## config.mk

```make
export PLATFORM = sky130hd
export DESIGN_NAME = dtc_top
export DESIGN_NICKNAME = d
export VERILOG_FILES = /design/src/rtl/dtc_channel.v /design/src/rtl/dtc_top.v
export VERILOG_INCLUDE_DIRS = /design/src /design/src/rtl
export SDC_FILE = /design/constraint.sdc
export NUM_CORES = 1
export LEC_CHECK = 0
export ABC_AREA = 1
export BUFFER_PORTS_ARGS = -buffer_cell sky130_fd_sc_hd__buf_2
export CAP_MARGIN = 20
export CORE_MARGIN = 2
export CORE_UTILIZATION = 62
export DETAILED_ROUTE_END_ITERATION = 8
export PLACE_DENSITY_LB_ADDON = 0.2
export SYNTH_ARGS = -nofsm -noshare
export SYNTH_HDL_FRONTEND = slang
export SYNTH_HIERARCHICAL = 1
export SYNTH_SLANG_ARGS = --single-unit
```

## constraint.sdc

```tcl
create_clock -name mclk -period 4 [get_ports mclk]
set_input_delay 0.4 -clock mclk [delete_from_list [all_inputs] [get_ports mclk]]
set_output_delay 0.4 -clock mclk [all_outputs]
set_load 0.02 [all_outputs]
```

## src/rtl/dtc_map.vh

```
// Register map, field positions and reset values of the dual timer common control slice.
// Assumes byte-wide and 16-bit registers in word slots of an APB slave with 32-bit data.
`ifndef DTC_MAP_VH
`define DTC_MAP_VH

// Byte addresses of the control registers on APB.
`define DTC_ADDR_RUN        8'h00
`define DTC_ADDR_MODE       8'h04
`define DTC_ADDR_PWM        8'h08
`define DTC_ADDR_FUNC       8'h0C
`define DTC_ADDR_CNT0       8'h10
`define DTC_ADDR_CNT1       8'h14
`define DTC_ADDR_GR0        8'h20
`define DTC_ADDR_GR1        8'h30

// Run control fields.
`define DTC_RUN_CH0         0
`define DTC_RUN_CH1         1
`define DTC_RUN_RSV         8'hFC

// Buffer and synchronisation mode fields.
`define DTC_MODE_SYNC       0
`define DTC_MODE_BUF_C_CH0  4
`define DTC_MODE_BUF_D_CH0  5
`define DTC_MODE_BUF_C_CH1  6
`define DTC_MODE_BUF_D_CH1  7
`define DTC_MODE_RSV        8'h0E

// Pin PWM select fields and reserved mask.
`define DTC_PWM_RSV         8'h88

// Function control: combination mode field in the low two bits, reserved bit 7 reads 1.
`define DTC_FUNC_RSV        8'h80
`define DTC_CMD_NORMAL      2'h0
`define DTC_FUNC_EXTCLK     6

// Pins driven as PWM in the combined modes: pins D, C, B of channel 0 and all of channel 1.
`define DTC_COMB_CH0        4'hE
`define DTC_COMB_CH1        4'hF

// Width of the general register and counter words.
`define DTC_WORD_W          16
`define DTC_ZERO8           8'h00
`define DTC_ZERO16          16'h0000
`define DTC_ZERO32          32'h00000000

`endif

```

## src/rtl/dtc_channel.v

```verilog
// One timer channel: a counter, four general registers and the buffer pairing.
// Assumes the parent decodes bus writes and supplies the run, preset, clear and buffer enables.
`timescale 1ns/100ps
`include "dtc_map.vh"

module dtc_channel #(
   parameter W = 16                             // Counter and general register width.
) (
   // Clock and reset.
   input  wire         mclk,
   input  wire         rst_b,
   // Control from the common registers.
   input  wire         run,                     // Counter advances while high.
   input  wire         preset,                  // Load the counter from preset_val.
   input  wire [W-1:0] preset_val,              // Value loaded on preset.
   input  wire         clear,                   // Clear the counter to zero.
   input  wire         buf_c,                   // Register C buffers register A.
   input  wire         buf_d,                   // Register D buffers register B.
   input  wire         xfer,                    // Transfer buffers into A and B.
   // General register writes.
   input  wire         gr_we,                   // Write strobe for a general register.
   input  wire [1:0]   gr_sel,                  // 0 A, 1 B, 2 C, 3 D.
   input  wire [W-1:0] gr_wdata,                // Data written.
   // State seen by the parent.
   output reg  [W-1:0] count,                   // Counter value.
   output wire [4*W-1:0] gr_flat                // General registers D, C, B, A.
);

   reg [W-1:0] gr [0:3];                        // General registers A to D, by index.

   // Counter: clear beats preset, preset beats counting, and it holds while halted.
   always @(posedge mclk or negedge rst_b) begin
      if (!rst_b) begin
         count <= {W{1'b0}};
      end else if (clear) begin
         count <= {W{1'b0}};
      end else if (preset) begin
         count <= preset_val;
      end else if (run) begin
         count <= count + {{(W-1){1'b0}}, 1'b1};
      end
   end

   // General registers: with buffering on, a transfer copies C into A and D into B.
   always @(posedge mclk or negedge rst_b) begin
      if (!rst_b) begin
         gr[0] <= {W{1'b0}};
         gr[1] <= {W{1'b0}};
         gr[2] <= {W{1'b0}};
         gr[3] <= {W{1'b0}};
      end else begin
         if (gr_we) begin
            gr[gr_sel] <= gr_wdata;
         end
         // A bus write to A or B wins over a transfer in the same cycle.
         if (xfer && buf_c && !(gr_we && gr_sel == 2'd0)) begin
            gr[0] <= gr[2];
         end
         if (xfer && buf_d && !(gr_we && gr_sel == 2'd1)) begin
            gr[1] <= gr[3];
         end
      end
   end

   // Flatten the registers for readback.
   assign gr_flat = {gr[3], gr[2], gr[1], gr[0]};

endmodule

```

## src/rtl/dtc_top.v

```verilog
// Common control of a two-channel 16-bit timer with an APB register slave.
// Assumes an APB master on mclk; pin drivers outside resolve the enables into wires.
//
// Chosen here: the placing of the registers and the APB slave port.
`timescale 1ns/100ps
`include "dtc_map.vh"

// Contract
// - Channel 0 counts only while run bit 0
// - Channel 1 counts only while run bit 1
// - Run bits reset 0; bits 7-2 read 1
// - Mode bit 7: channel 1 D buffers B
// - Mode bit 5: channel 0 D buffers B
// - Mode bit 4: channel 0 C buffers A
// - Mode bit 6: channel 1 C buffer enable
// - Sync bit: preset and clear hit both counters
// - Sync off: counters preset and clear independently
// - Select bits 0-2 put channel 0 B-D in PWM
// - Select bits 4-6 put channel 1 B-D in PWM
// - Select bits 7,3 read 1; others reset 0
// - Channel 0 pin A: compare, capture or clock
// - Channel 0 pin C: sync PWM in combined modes
// - Channel 1 pin A: PWM in combined modes
// - Other pins: compare, capture or PWM
// - Combined mode overrides per-pin PWM selects
module dtc_top #(
   parameter W = 16                             // Counter width.
) (
   // Clock and reset.
   input  wire         mclk,
   input  wire         rst_b,
   // APB slave.
   input  wire         psel,
   input  wire         penable,
   input  wire         pwrite,
   input  wire [7:0]   paddr,
   input  wire [31:0]  pwdata,
   output reg  [31:0]  prdata,
   output reg          pready,
   output reg          pslverr,
   // Channel 0 timer pins: input, output and output enable.
   input  wire [3:0]   pin_ch0_in,              // Pins D, C, B, A of channel 0.
   output reg  [3:0]   pin_ch0_out,
   output reg  [3:0]   pin_ch0_oe,
   // Channel 1 timer pins: input, output and output enable.
   input  wire [3:0]   pin_ch1_in,              // Pins D, C, B, A of channel 1.
   output reg  [3:0]   pin_ch1_out,
   output reg  [3:0]   pin_ch1_oe,
   // Per-pin function as decoded, for the waveform logic outside.
   output reg  [3:0]   pwm_mode_ch0,            // Pins D, C, B, A of channel 0 in PWM.
   output reg  [3:0]   pwm_mode_ch1,            // Pins D, C, B, A of channel 1 in PWM.
   output reg          external_count_clock     // Clock taken from channel 0 pin A.
);

   // Control registers, stored bits only; reserved bits are forced on read.
   reg  [1:0]   counter_run_control;            // Run bits of both channels.
   reg  [7:0]   buffer_and_sync_mode;           // Buffer pairing and sync bits.
   reg  [7:0]   pin_pwm_select;                 // Per-pin PWM selects.
   reg  [7:0]   function_control_reg;           // Combination mode and clock input select.
   reg  [3:0]   cmp_ch0;                        // Compare level per pin of channel 0.
   reg  [3:0]   cmp_ch1;                        // Compare level per pin of channel 1.

   // Bus decode.
   wire         wr_en   = psel && penable && pwrite;
   wire         rd_en   = psel && penable && !pwrite;
   wire         hit_gr0 = (paddr[7:4] == `DTC_ADDR_GR0 >> 4);
   wire         hit_gr1 = (paddr[7:4] == `DTC_ADDR_GR1 >> 4);
   wire         cnt0_we = wr_en && paddr == `DTC_ADDR_CNT0;
   wire         cnt1_we = wr_en && paddr == `DTC_ADDR_CNT1;
   wire [W-1:0] wval    = pwdata[W-1:0];

   // Channel state.
   wire [W-1:0]   count0;
   wire [W-1:0]   count1;
   wire [4*W-1:0] gr0;
   wire [4*W-1:0] gr1;
   wire           sync  = buffer_and_sync_mode[`DTC_MODE_SYNC];
   wire [1:0]     cmd   = function_control_reg[1:0];
   wire           comb  = (cmd != `DTC_CMD_NORMAL);

   // Preset and clear of each counter; with sync on, either one hits both.
   wire           pre0  = cnt0_we || (sync && cnt1_we);
   wire           pre1  = cnt1_we || (sync && cnt0_we);
   wire [W-1:0]   cnt_m0 = gr0[W-1:0];
   wire [W-1:0]   cnt_m1 = gr1[W-1:0];
   wire           clr0_own = counter_run_control[`DTC_RUN_CH0] && count0 == cnt_m0 && cnt_m0 != {W{1'b0}};
   wire           clr1_own = counter_run_control[`DTC_RUN_CH1] && count1 == cnt_m1 && cnt_m1 != {W{1'b0}};
   wire           clr0  = clr0_own || (sync && clr1_own);
   wire           clr1  = clr1_own || (sync && clr0_own);

   // Decode whether an address names a mapped register.
   function mapped;
      input [7:0] a;
      begin
         mapped = (a == `DTC_ADDR_RUN) || (a == `DTC_ADDR_MODE) || (a == `DTC_ADDR_PWM) ||
                  (a == `DTC_ADDR_FUNC) || (a == `DTC_ADDR_CNT0) || (a == `DTC_ADDR_CNT1) ||
                  ((a[7:4] == `DTC_ADDR_GR0 >> 4) && a[1:0] == 2'b00) ||
                  ((a[7:4] == `DTC_ADDR_GR1 >> 4) && a[1:0] == 2'b00);
      end
   endfunction

   // Channel 0.
   dtc_channel #(
      .W          (W)
   ) u_ch0 (
      .mclk       (mclk),
      .rst_b      (rst_b),
      .run        (counter_run_control[`DTC_RUN_CH0]),
      .preset     (pre0),
      .preset_val (wval),
      .clear      (clr0),
      .buf_c      (buffer_and_sync_mode[`DTC_MODE_BUF_C_CH0]),
      .buf_d      (buffer_and_sync_mode[`DTC_MODE_BUF_D_CH0]),
      .xfer       (clr0),
      .gr_we      (wr_en && hit_gr0),
      .gr_sel     (paddr[3:2]),
      .gr_wdata   (wval),
      .count      (count0),
      .gr_flat    (gr0)
   );

   // Channel 1.
   dtc_channel #(
      .W          (W)
   ) u_ch1 (
      .mclk       (mclk),
      .rst_b      (rst_b),
      .run        (counter_run_control[`DTC_RUN_CH1]),
      .preset     (pre1),
      .preset_val (wval),
      .clear      (clr1),
      .buf_c      (buffer_and_sync_mode[`DTC_MODE_BUF_C_CH1]),
      .buf_d      (buffer_and_sync_mode[`DTC_MODE_BUF_D_CH1]),
      .xfer       (clr1),
      .gr_we      (wr_en && hit_gr1),
      .gr_sel     (paddr[3:2]),
      .gr_wdata   (wval),
      .count      (count1),
      .gr_flat    (gr1)
   );

   // Register writes: only the low byte of the word carries a control register.
   always @(posedge mclk or negedge rst_b) begin
      if (!rst_b) begin
         counter_run_control  <= 2'b00;
         buffer_and_sync_mode <= `DTC_ZERO8;
         pin_pwm_select       <= `DTC_ZERO8;
         function_control_reg <= `DTC_ZERO8;
      end else if (wr_en) begin
         case (paddr)
            `DTC_ADDR_RUN: begin
               counter_run_control <= pwdata[1:0];
            end
            `DTC_ADDR_MODE: begin
               buffer_and_sync_mode <= pwdata[7:0] & ~`DTC_MODE_RSV;
            end
            `DTC_ADDR_PWM: begin
               pin_pwm_select <= pwdata[7:0] & ~`DTC_PWM_RSV;
            end
            `DTC_ADDR_FUNC: begin
               // Software is expected to halt both counters first.
               function_control_reg <= pwdata[7:0] & ~`DTC_FUNC_RSV;
            end
            default: begin
               function_control_reg <= function_control_reg;
            end
         endcase
      end
   end

   // APB answer: zero wait states, error on unmapped addresses.
   always @(posedge mclk or negedge rst_b) begin
      if (!rst_b) begin
         pready  <= 1'b0;
         pslverr <= 1'b0;
         prdata  <= `DTC_ZERO32;
      end else begin
         pready  <= psel && !penable;
         pslverr <= psel && !penable && !mapped(paddr);
         prdata  <= `DTC_ZERO32;
         if (psel && !penable && !pwrite) begin
            case (paddr)
               `DTC_ADDR_RUN:  prdata <= {24'h000000, `DTC_RUN_RSV | {6'h00, counter_run_control}};
               `DTC_ADDR_MODE: prdata <= {24'h000000, buffer_and_sync_mode | `DTC_MODE_RSV};
               `DTC_ADDR_PWM:  prdata <= {24'h000000, pin_pwm_select | `DTC_PWM_RSV};
               `DTC_ADDR_FUNC: prdata <= {24'h000000, function_control_reg | `DTC_FUNC_RSV};
               `DTC_ADDR_CNT0: prdata <= {16'h0000, count0};
               `DTC_ADDR_CNT1: prdata <= {16'h0000, count1};
               default: begin
                  if (hit_gr0) begin
                     prdata <= {16'h0000, gr0[paddr[3:2]*W +: W]};
                  end else if (hit_gr1) begin
                     prdata <= {16'h0000, gr1[paddr[3:2]*W +: W]};
                  end
               end
            endcase
         end
      end
   end

   // Pin function decode: combined modes override the per-pin selects.
   always @(posedge mclk or negedge rst_b) begin
      if (!rst_b) begin
         pwm_mode_ch0         <= 4'h0;
         pwm_mode_ch1         <= 4'h0;
         external_count_clock <= 1'b0;
      end else begin
         if (comb) begin
            pwm_mode_ch0 <= `DTC_COMB_CH0;
            pwm_mode_ch1 <= `DTC_COMB_CH1;
         end else begin
            pwm_mode_ch0 <= {pin_pwm_select[2:0], 1'b0};
            pwm_mode_ch1 <= {pin_pwm_select[6:4], 1'b0};
         end
         // Pin A of channel 0 serves as the clock input when selected.
         external_count_clock <= function_control_reg[`DTC_FUNC_EXTCLK] & pin_ch0_in[0];
      end
   end

   // Compare level per pin: high when the counter has reached the general register.
   genvar g;
   generate
      for (g = 0; g < 4; g = g + 1) begin : g_cmp
         always @(posedge mclk or negedge rst_b) begin
            if (!rst_b) begin
               cmp_ch0[g] <= 1'b0;
               cmp_ch1[g] <= 1'b0;
            end else begin
               cmp_ch0[g] <= (count0 >= gr0[g*W +: W]);
               cmp_ch1[g] <= (count1 >= gr1[g*W +: W]);
            end
         end
      end
   endgenerate

   // Pin drive: PWM pins drive; pin A of channel 0 also drives while channel 0 runs, unless selected as clock input.
   always @(posedge mclk or negedge rst_b) begin
      if (!rst_b) begin
         pin_ch0_out <= 4'h0;
         pin_ch0_oe  <= 4'h0;
         pin_ch1_out <= 4'h0;
         pin_ch1_oe  <= 4'h0;
      end else begin
         pin_ch0_out <= cmp_ch0;
         pin_ch1_out <= cmp_ch1;
         pin_ch0_oe  <= pwm_mode_ch0 |
                        {3'b000, !function_control_reg[`DTC_FUNC_EXTCLK] & counter_run_control[`DTC_RUN_CH0]};
         pin_ch1_oe  <= pwm_mode_ch1;
      end
   end

endmodule

```

* Word-level counts from Yosys, hierarchy flattened
Cells that the tools add are included.
** Word-level totals
- Output and inout port bits :: 59
- Input bits :: 53
- Register bits after elaboration :: 247
- Logic and storage cells :: 149
** Operators by class
- $lt $le $gt $ge :: 10
- Bitwise gates (word level) :: 4
- Mux-type cells :: 22
- Reduce and logical (&&, ||, !) cells :: 67
- Add/sub/neg operators :: 2
- Shifts and indexed selects :: 2
- Equality and inequality tests :: 10
** Operators with widths (number)
- $mux W16 :: 14
- $bwmux W64 :: 2
- $ge A16 B16 Y1 :: 8
- $mux W64 :: 2
- $shiftx A64 B7 Y16 :: 2
- $pmux W16 S6 :: 1
- $add A16 B1 Y16 const B :: 2
- $demux W16 S2 :: 1
- $eq A16 B16 Y1 :: 2
- $logic_and A1 B1 Y1 :: 32
- $reduce_bool A16 Y1 :: 2
- $eq A8 B4 Y1 const B :: 2
- $eq A8 B5 Y1 const B :: 2
- $logic_or A1 B1 Y1 :: 11
- $reduce_bool A2 Y1 :: 5
- $eq A4 B2 Y1 const B :: 2
- $eq A8 B3 Y1 const B :: 1
- $logic_not A1 Y1 :: 8
- $logic_not A8 Y1 :: 1
- $mux W4 :: 2
- $reduce_and A2 Y1 :: 4
- $reduce_bool A3 Y1 :: 2
- $logic_not A2 Y1 :: 2
- $or A4 B1 Y4 :: 1
- other kinds (5) :: 6

* Depth between registers and ports, before layout
- Word-level depth :: 10
- Gate-level depth with buffers :: 15
- Gate-level depth less buffers :: 14

* Cells and area by module
The synthesis kept the hierarchy.
** By module, submodules not included
- dtc_top :: seq. area each 1751.7 um2, area each 7668.6 um2, times used 1, cells each 1178
- dtc_channel at u_ch0 :: seq. area each 2001.9 um2, area each 3703.6 um2, times used 1, cells each 451
- dtc_channel at u_ch1 :: seq. area each 2001.9 um2, area each 3702.3 um2, times used 1, cells each 450

* Least setup slack after synthesis
OpenSTA, ideal clock, no wires.
- Path kind :: register to register
- Start point :: reg u_ch1.count[7]
- End point :: reg u_ch0.count[7]
- Path buffers :: 1
- Setup time :: 0.116 ns
- Setup slack :: 1.675 ns
- Required time :: 3.884 ns
- Arrival time :: 2.208 ns
- Clock period less this slack :: 2.325 ns
- Stages on the path, launching flop included :: 13
- Cells stage by stage :: dfrtp_1 -> ha_1 -> nand2_1 -> nor2_1 -> nand2_1 -> nor3_1 -> nand3_1 -> o21ai_0 -> o21bai_2 -> buf_2 -> nor2_1 -> nand2_1 -> nand2_1
** Between the ends
- Cells in the longest elaborated chain, start to end :: 6
- Elaborated cells between the ends (all ways) :: 7
- Classes of those cells :: eq/ne (1); mux (1); reduce/logical (5)
** Ends and longest elaborated chain
- from (decl) :: line dtc_channel.v:25 : output reg [W-1:0] count,
- from (signal assigned) :: line dtc_channel.v:34 : count <= {W{1'b0}};
- from (signal assigned) :: line dtc_channel.v:36 : count <= {W{1'b0}};
- from (signal assigned) :: line dtc_channel.v:38 : count <= preset_val;
- $eq A16 B16 Y1 (*) :: line dtc_top.v:87 : wire clr1_own = counter_run_control[`DTC_RUN_CH1] && count1 == cnt_m1 && cnt_m1 != {W{1'b0}};
- $logic_and A1 B1 Y1 (*) (2 in series) :: line dtc_top.v:87
- $logic_and A1 B1 Y1 (*) :: line dtc_top.v:88 : wire clr0 = clr0_own || (sync && clr1_own);
- $logic_or A1 B1 Y1 (*) :: line dtc_top.v:88
- named net clr0 :: line dtc_top.v:88
- $reduce_bool A3 Y1 (no line) or $mux W16 (tied branches)
- to (signal assigned) :: line dtc_channel.v:36
- to (signal assigned) :: line dtc_channel.v:38
- to (signal assigned) :: line dtc_channel.v:40 : count <= count + {{(W-1){1'b0}}, 1'b1};
- to (decl) :: line dtc_channel.v:25
The timed path passes the listed nets; every way through them passes the cells marked *.
A chain may end at the register's enable or synchronous reset.

* Worst setup path after layout
- Start point :: reg u_ch1.count[0]
- End point :: reg u_ch0.gr (netlist bit u_ch0/gr_flat[16])
** Between the ends
- Cells in the longest elaborated chain, start to end :: 8
- Elaborated cells between the ends (all ways) :: 9
- Classes of those cells :: eq/ne (1); mux (1); reduce/logical (7)
** Ends and longest elaborated chain
- $eq A16 B16 Y1 (*) :: line dtc_top.v:87
- $logic_and A1 B1 Y1 (*) (2 in series) :: line dtc_top.v:87
- $logic_and A1 B1 Y1 (*) :: line dtc_top.v:88
- $logic_or A1 B1 Y1 (*) :: line dtc_top.v:88
- named net clr0 :: line dtc_top.v:88
- $logic_and A1 B1 Y1 (*) (2 in series) :: line dtc_channel.v:59 : if (xfer && buf_d && !(gr_we && gr_sel == 2'd1)) begin
- $mux W16 or $reduce_bool A2 Y1 (tied branches)
- to (signal, indexed assignment) :: line dtc_channel.v:53 : gr[gr_sel] <= gr_wdata;
- to (decl) :: line dtc_channel.v:29 : reg [W-1:0] gr [0:3];
Marks and branches as above.

==> impl_metrics.csv <==
group,metric,value,unit
status,status,"finished, final reports clean",
worst_setup_path,cp.arrival,3.79,ns
final_layout,syn_to_final_growth,10.6,%
die,core,0.0241,mm2
flow_run,cap_violations,0,
logic_synthesis,synth-seq-cells,230,
sta,finalClockSkew,0.0121,ns
logic_synthesis,synth_cells,2079,
place,dp_cells,2445,
die,rows,57,
clocking,cts_tree,"built",
global_route,grt_max_degree,111,
worst_hold_path,min-delay-start,"penable",
worst_setup_path,end_kind,"flip-flop",
logic_synthesis,synth_cell_types,36,
clocking,cts.clk_slew.worst_paths,0.06,ns
pwr,power_density,391,mW/mm2
clocking,cts-buffers-inserted,26,
clocking,post_cts_buffers,0,
worst_setup_path,timing.rr.start,"u_ch1/count[0]$_DFFE_PN0P_",
clocking,insertion_delay,0.54,ns
final_layout,drive_gt1_share,8.90,%
sta,max_slew_margin,41.2,%
sta,layout_min_cycle_time,3.34,ns
worst_setup_path,cpPeakStageDelay,0.56,ns
pwr,irDropWorstVdd,0.000342,V
worst_setup_path,worst-path-buf-inv,3,
final_layout,fin_util,69.2,%
sta,final_max_slew_viol_count,0,
sta,fmax,299,MHz
die,ioPinCount,112,
worst_hold_path,whs_path_depth,2,
clocking,h-tree-depth,1,
worst_setup_path,reg2reg_slack,0.66,ns
sta,hold_viol_final,0,
logic_synthesis,yosys_warnings,6,
place,finalWeightedCongestion,0.969,
worst_hold_path,min_path_type,"input pin to flip-flop",
logic_synthesis,synth_area,0.0151,mm2
logic_synthesis,seq_area_frac_synth,38.2,%
clocking,post_cts_resize_count,0,
worst_setup_path,crit_type,"flip-flop to flip-flop",
place,port_buffers,71,
sta,tns,0,ns
logic_synthesis,synth-edff-count,0,
final_layout,fin_nets,2333,
global_route,gr-total-overflow,0,
sta,whs,0.0415,ns
worst_setup_path,cpMostUsedCell,"nand2_1",
die,dieArea,0.0256,mm2
detailed_routing,routed_wirelength,46100,um
worst_setup_path,critPathLaunchType,"flip-flop",
global_route,grt_pass1_wl,73300,um
sta,post-route-period-util,83.5,%
global_route,first_global_vias,13462,
final_layout,antenna_cells,0,
worst_setup_path,crit_slowest_cell,"o21ai_0",
sta,setup_viol,0,
detailed_routing,via_per_inst,5.81,
detailed_routing,routed-via-count,14488,
clocking,clock_path_buffers,3,
die,fp.dieH,160,um
worst_setup_path,path_max_fanout,16,
logic_synthesis,netlist.area_leader.share,38.2,%
clocking,clock_sinks,230,
sta,tightest_slew,0.882,ns
clocking,cts_root_buf,"clkbuf_16",
worst_setup_path,critPathTopFamily,"simple AND/OR/NAND/NOR gates",
logic_synthesis,synth.avg_cell_area,7.25,um2
die,initial_core_util,62.5,%
detailed_routing,wire_per_inst,18.5,um
detailed_routing,drt_iter0_markers,1715,
pwr,total_leakage_power,8.67,nW
worst_setup_path,reg2regPathDepth,14,
logic_synthesis,synth_top_area_cell,"dfrtp_1",
worst_setup_path,required,4.45,ns
worst_hold_path,whs_endpoint,"pready$_DFF_PN0_",
detailed_routing,detail-route-antenna-nets,0,
sta,grt_setup_unrepaired,"no",
place,dp_hpwl,32100,um
die,die_width,160,um
clocking,cts_hold_buf,1,
logic_synthesis,synth_area_leaders,"dfrtp_1 38%, nand2_1 17%, ha_1 11%, inv_1 6.5%, nor2_1 5.0%",
global_route,grt_usage,36.2,%
worst_setup_path,crit_chain,"inv_1 -> ha_1 -> nand2_1 -> nor2_1 -> nand2_1 -> nor3_1 -> nand3_1 -> o21ai_0 -> nand2_1 -> inv_1 -> nand2_1 -> inv_2 -> nand2_1 -> o211ai_1",
worst_setup_path,r2r_end,"u_ch0/gr_flat[16]$_DFFE_PN0P_",
logic_synthesis,synth_ff_type,"dfrtp_1",
detailed_routing,detail_route.first_pass.iterations,6,
logic_synthesis,async_reset_ff_share,100,%
detailed_routing,drc,0,
global_route,antenna_found_initial,0,
final_layout,fin_cells,2492,
[cells by family (layout without fill, tap and decap cells)]
group,after synthesis,in the layout,share of synthesized area (%)
other cells,1,17,0.0249
simple gates,1037,1037,28.2
xor+xnor,14,14,0.813
fa+ha+maj,130,130,10.8
buf+inv,356,429,9.97
mux,2,2,0.149
compound gates,309,309,11.9
flops,230,230,38.2
[report_power, final]
group / leakage, nW / switching (W) / internal (W) / total, W
Combinational: 5.07 / 0.000766 / 0.000400 / 0.00117
Sequential: 3.12 / 0.000148 / 0.00250 / 0.00265
Clock: 0.467 / 0.000996 / 0.00170 / 0.00270
Total: 8.67 / 0.00191 / 0.00461 / 0.00652
[stage by stage]
stage	setup WS [ns]	cell area, um2	power [W]
3_3_place_gp	0.925	15700	0.00378
6_report	0.659	16700	0.00652
2_1_floorplan	1.68	15100	0.00342
3_5_place_dp	0.838	15700	0.00383
5_1_grt	0.545	16700	0.00681
4_1_cts	0.825	16700	0.00651
[cell type report]
| class | count | area [um2] |
|---|---|---|
| repair buffers | 103 | 621 |
| inverters | 280 | 1050 |
| clock inverters | 10 | 209 |
| multi-input cells | 1509 | 7880 |
| flip-flops and latches | 230 | 5760 |
| well taps | 324 | 405 |
| fillers | 2055 | 7430 |
| clock buffers | 36 | 759 |
[placed cells by master, fill, tap and decap left out, types with 2 or more instances in the layout]
cell type and n:
a21o_1 6, a21oi_1 61, a22oi_1 9, buf_2 70
buf_4 30, bufinv_16 6, clkbuf_1 4, clkbuf_16 27
clkbuf_8 5, clkinv_1 3, clkinvlp_4 2, conb_1 17
dfrtp_1 230, ha_1 130, inv_1 263, inv_2 14
mux2_2 2, nand2_1 665, nand2_2 5, nand3_1 106
nand3_2 3, nand4_1 21, nor2_1 201, nor2_2 2
nor2_4 8, nor3_1 12, nor3_2 6, o211ai_1 66
o21ai_0 142, o21ai_1 7, o21bai_2 2, o22ai_1 10
o31ai_1 5, or2_2 6, xor2_1 14
[worst max-delay path by stage]
stage | start | endpoint | slack (ns) | cells past startpoint
after floorplan | u_ch1/count[7]$_DFFE_PN0P_ | u_ch0/count[7]$_DFFE_PN0P_ | 1.68 | 12
after global placement | paddr[2] | u_ch0/count[3]$_DFFE_PN0P_ | 0.92 | 13
after detailed placement | u_ch1/count[0]$_DFFE_PN0P_ | u_ch0/gr_flat[16]$_DFFE_PN0P_ | 0.84 | 14
after CTS | u_ch1/count[0]$_DFFE_PN0P_ | u_ch0/gr_flat[16]$_DFFE_PN0P_ | 0.83 | 14
after global routing | u_ch1/count[0]$_DFFE_PN0P_ | u_ch0/gr_flat[22]$_DFFE_PN0P_ | 0.54 | 14
final | u_ch1/count[0]$_DFFE_PN0P_ | u_ch0/gr_flat[16]$_DFFE_PN0P_ | 0.66 | 14
[metal layers]
metal  vias to the layer above  routed length [um]  global-route usage [%]
met2                       839               20300                    55.8
met1                      6712               18600                    50.6
met3                       162                5330                    6.62
li1                       6775                   -                       -
met5                         -                   0                       0
met4                         0                1890                    15.2
[Yosys cell counts, types with 3 or more instances]
cell type	count
a21o_1	6
a21oi_1	61
a22oi_1	9
buf_2	25
buf_4	26
buf_6	5
clkbuf_1	18
clkinv_1	3
dfrtp_1	230
ha_1	130
inv_1	263
inv_2	14
nand2_1	665
nand2_2	5
nand3_1	106
nand3_2	3
nand4_1	21
nor2_1	201
nor2_4	8
nor3_1	12
nor3_2	6
o211ai_1	66
o21ai_0	142
o21ai_1	7
o22ai_1	10
o31ai_1	5
or2_2	6
xor2_1	14
[worst register-to-register path: stages (launching register included)]
cell      delay, ns
dfrtp_1        0.49
inv_1          0.20
ha_1           0.33
nand2_1        0.05
nor2_1         0.12
nand2_1        0.07
nor3_1         0.32
nand3_1        0.21
o21ai_0        0.56
nand2_1        0.12
inv_1          0.11
nand2_1        0.07
inv_2          0.38
nand2_1        0.11
o211ai_1       0.11
(Power assumes the default switching activity.)
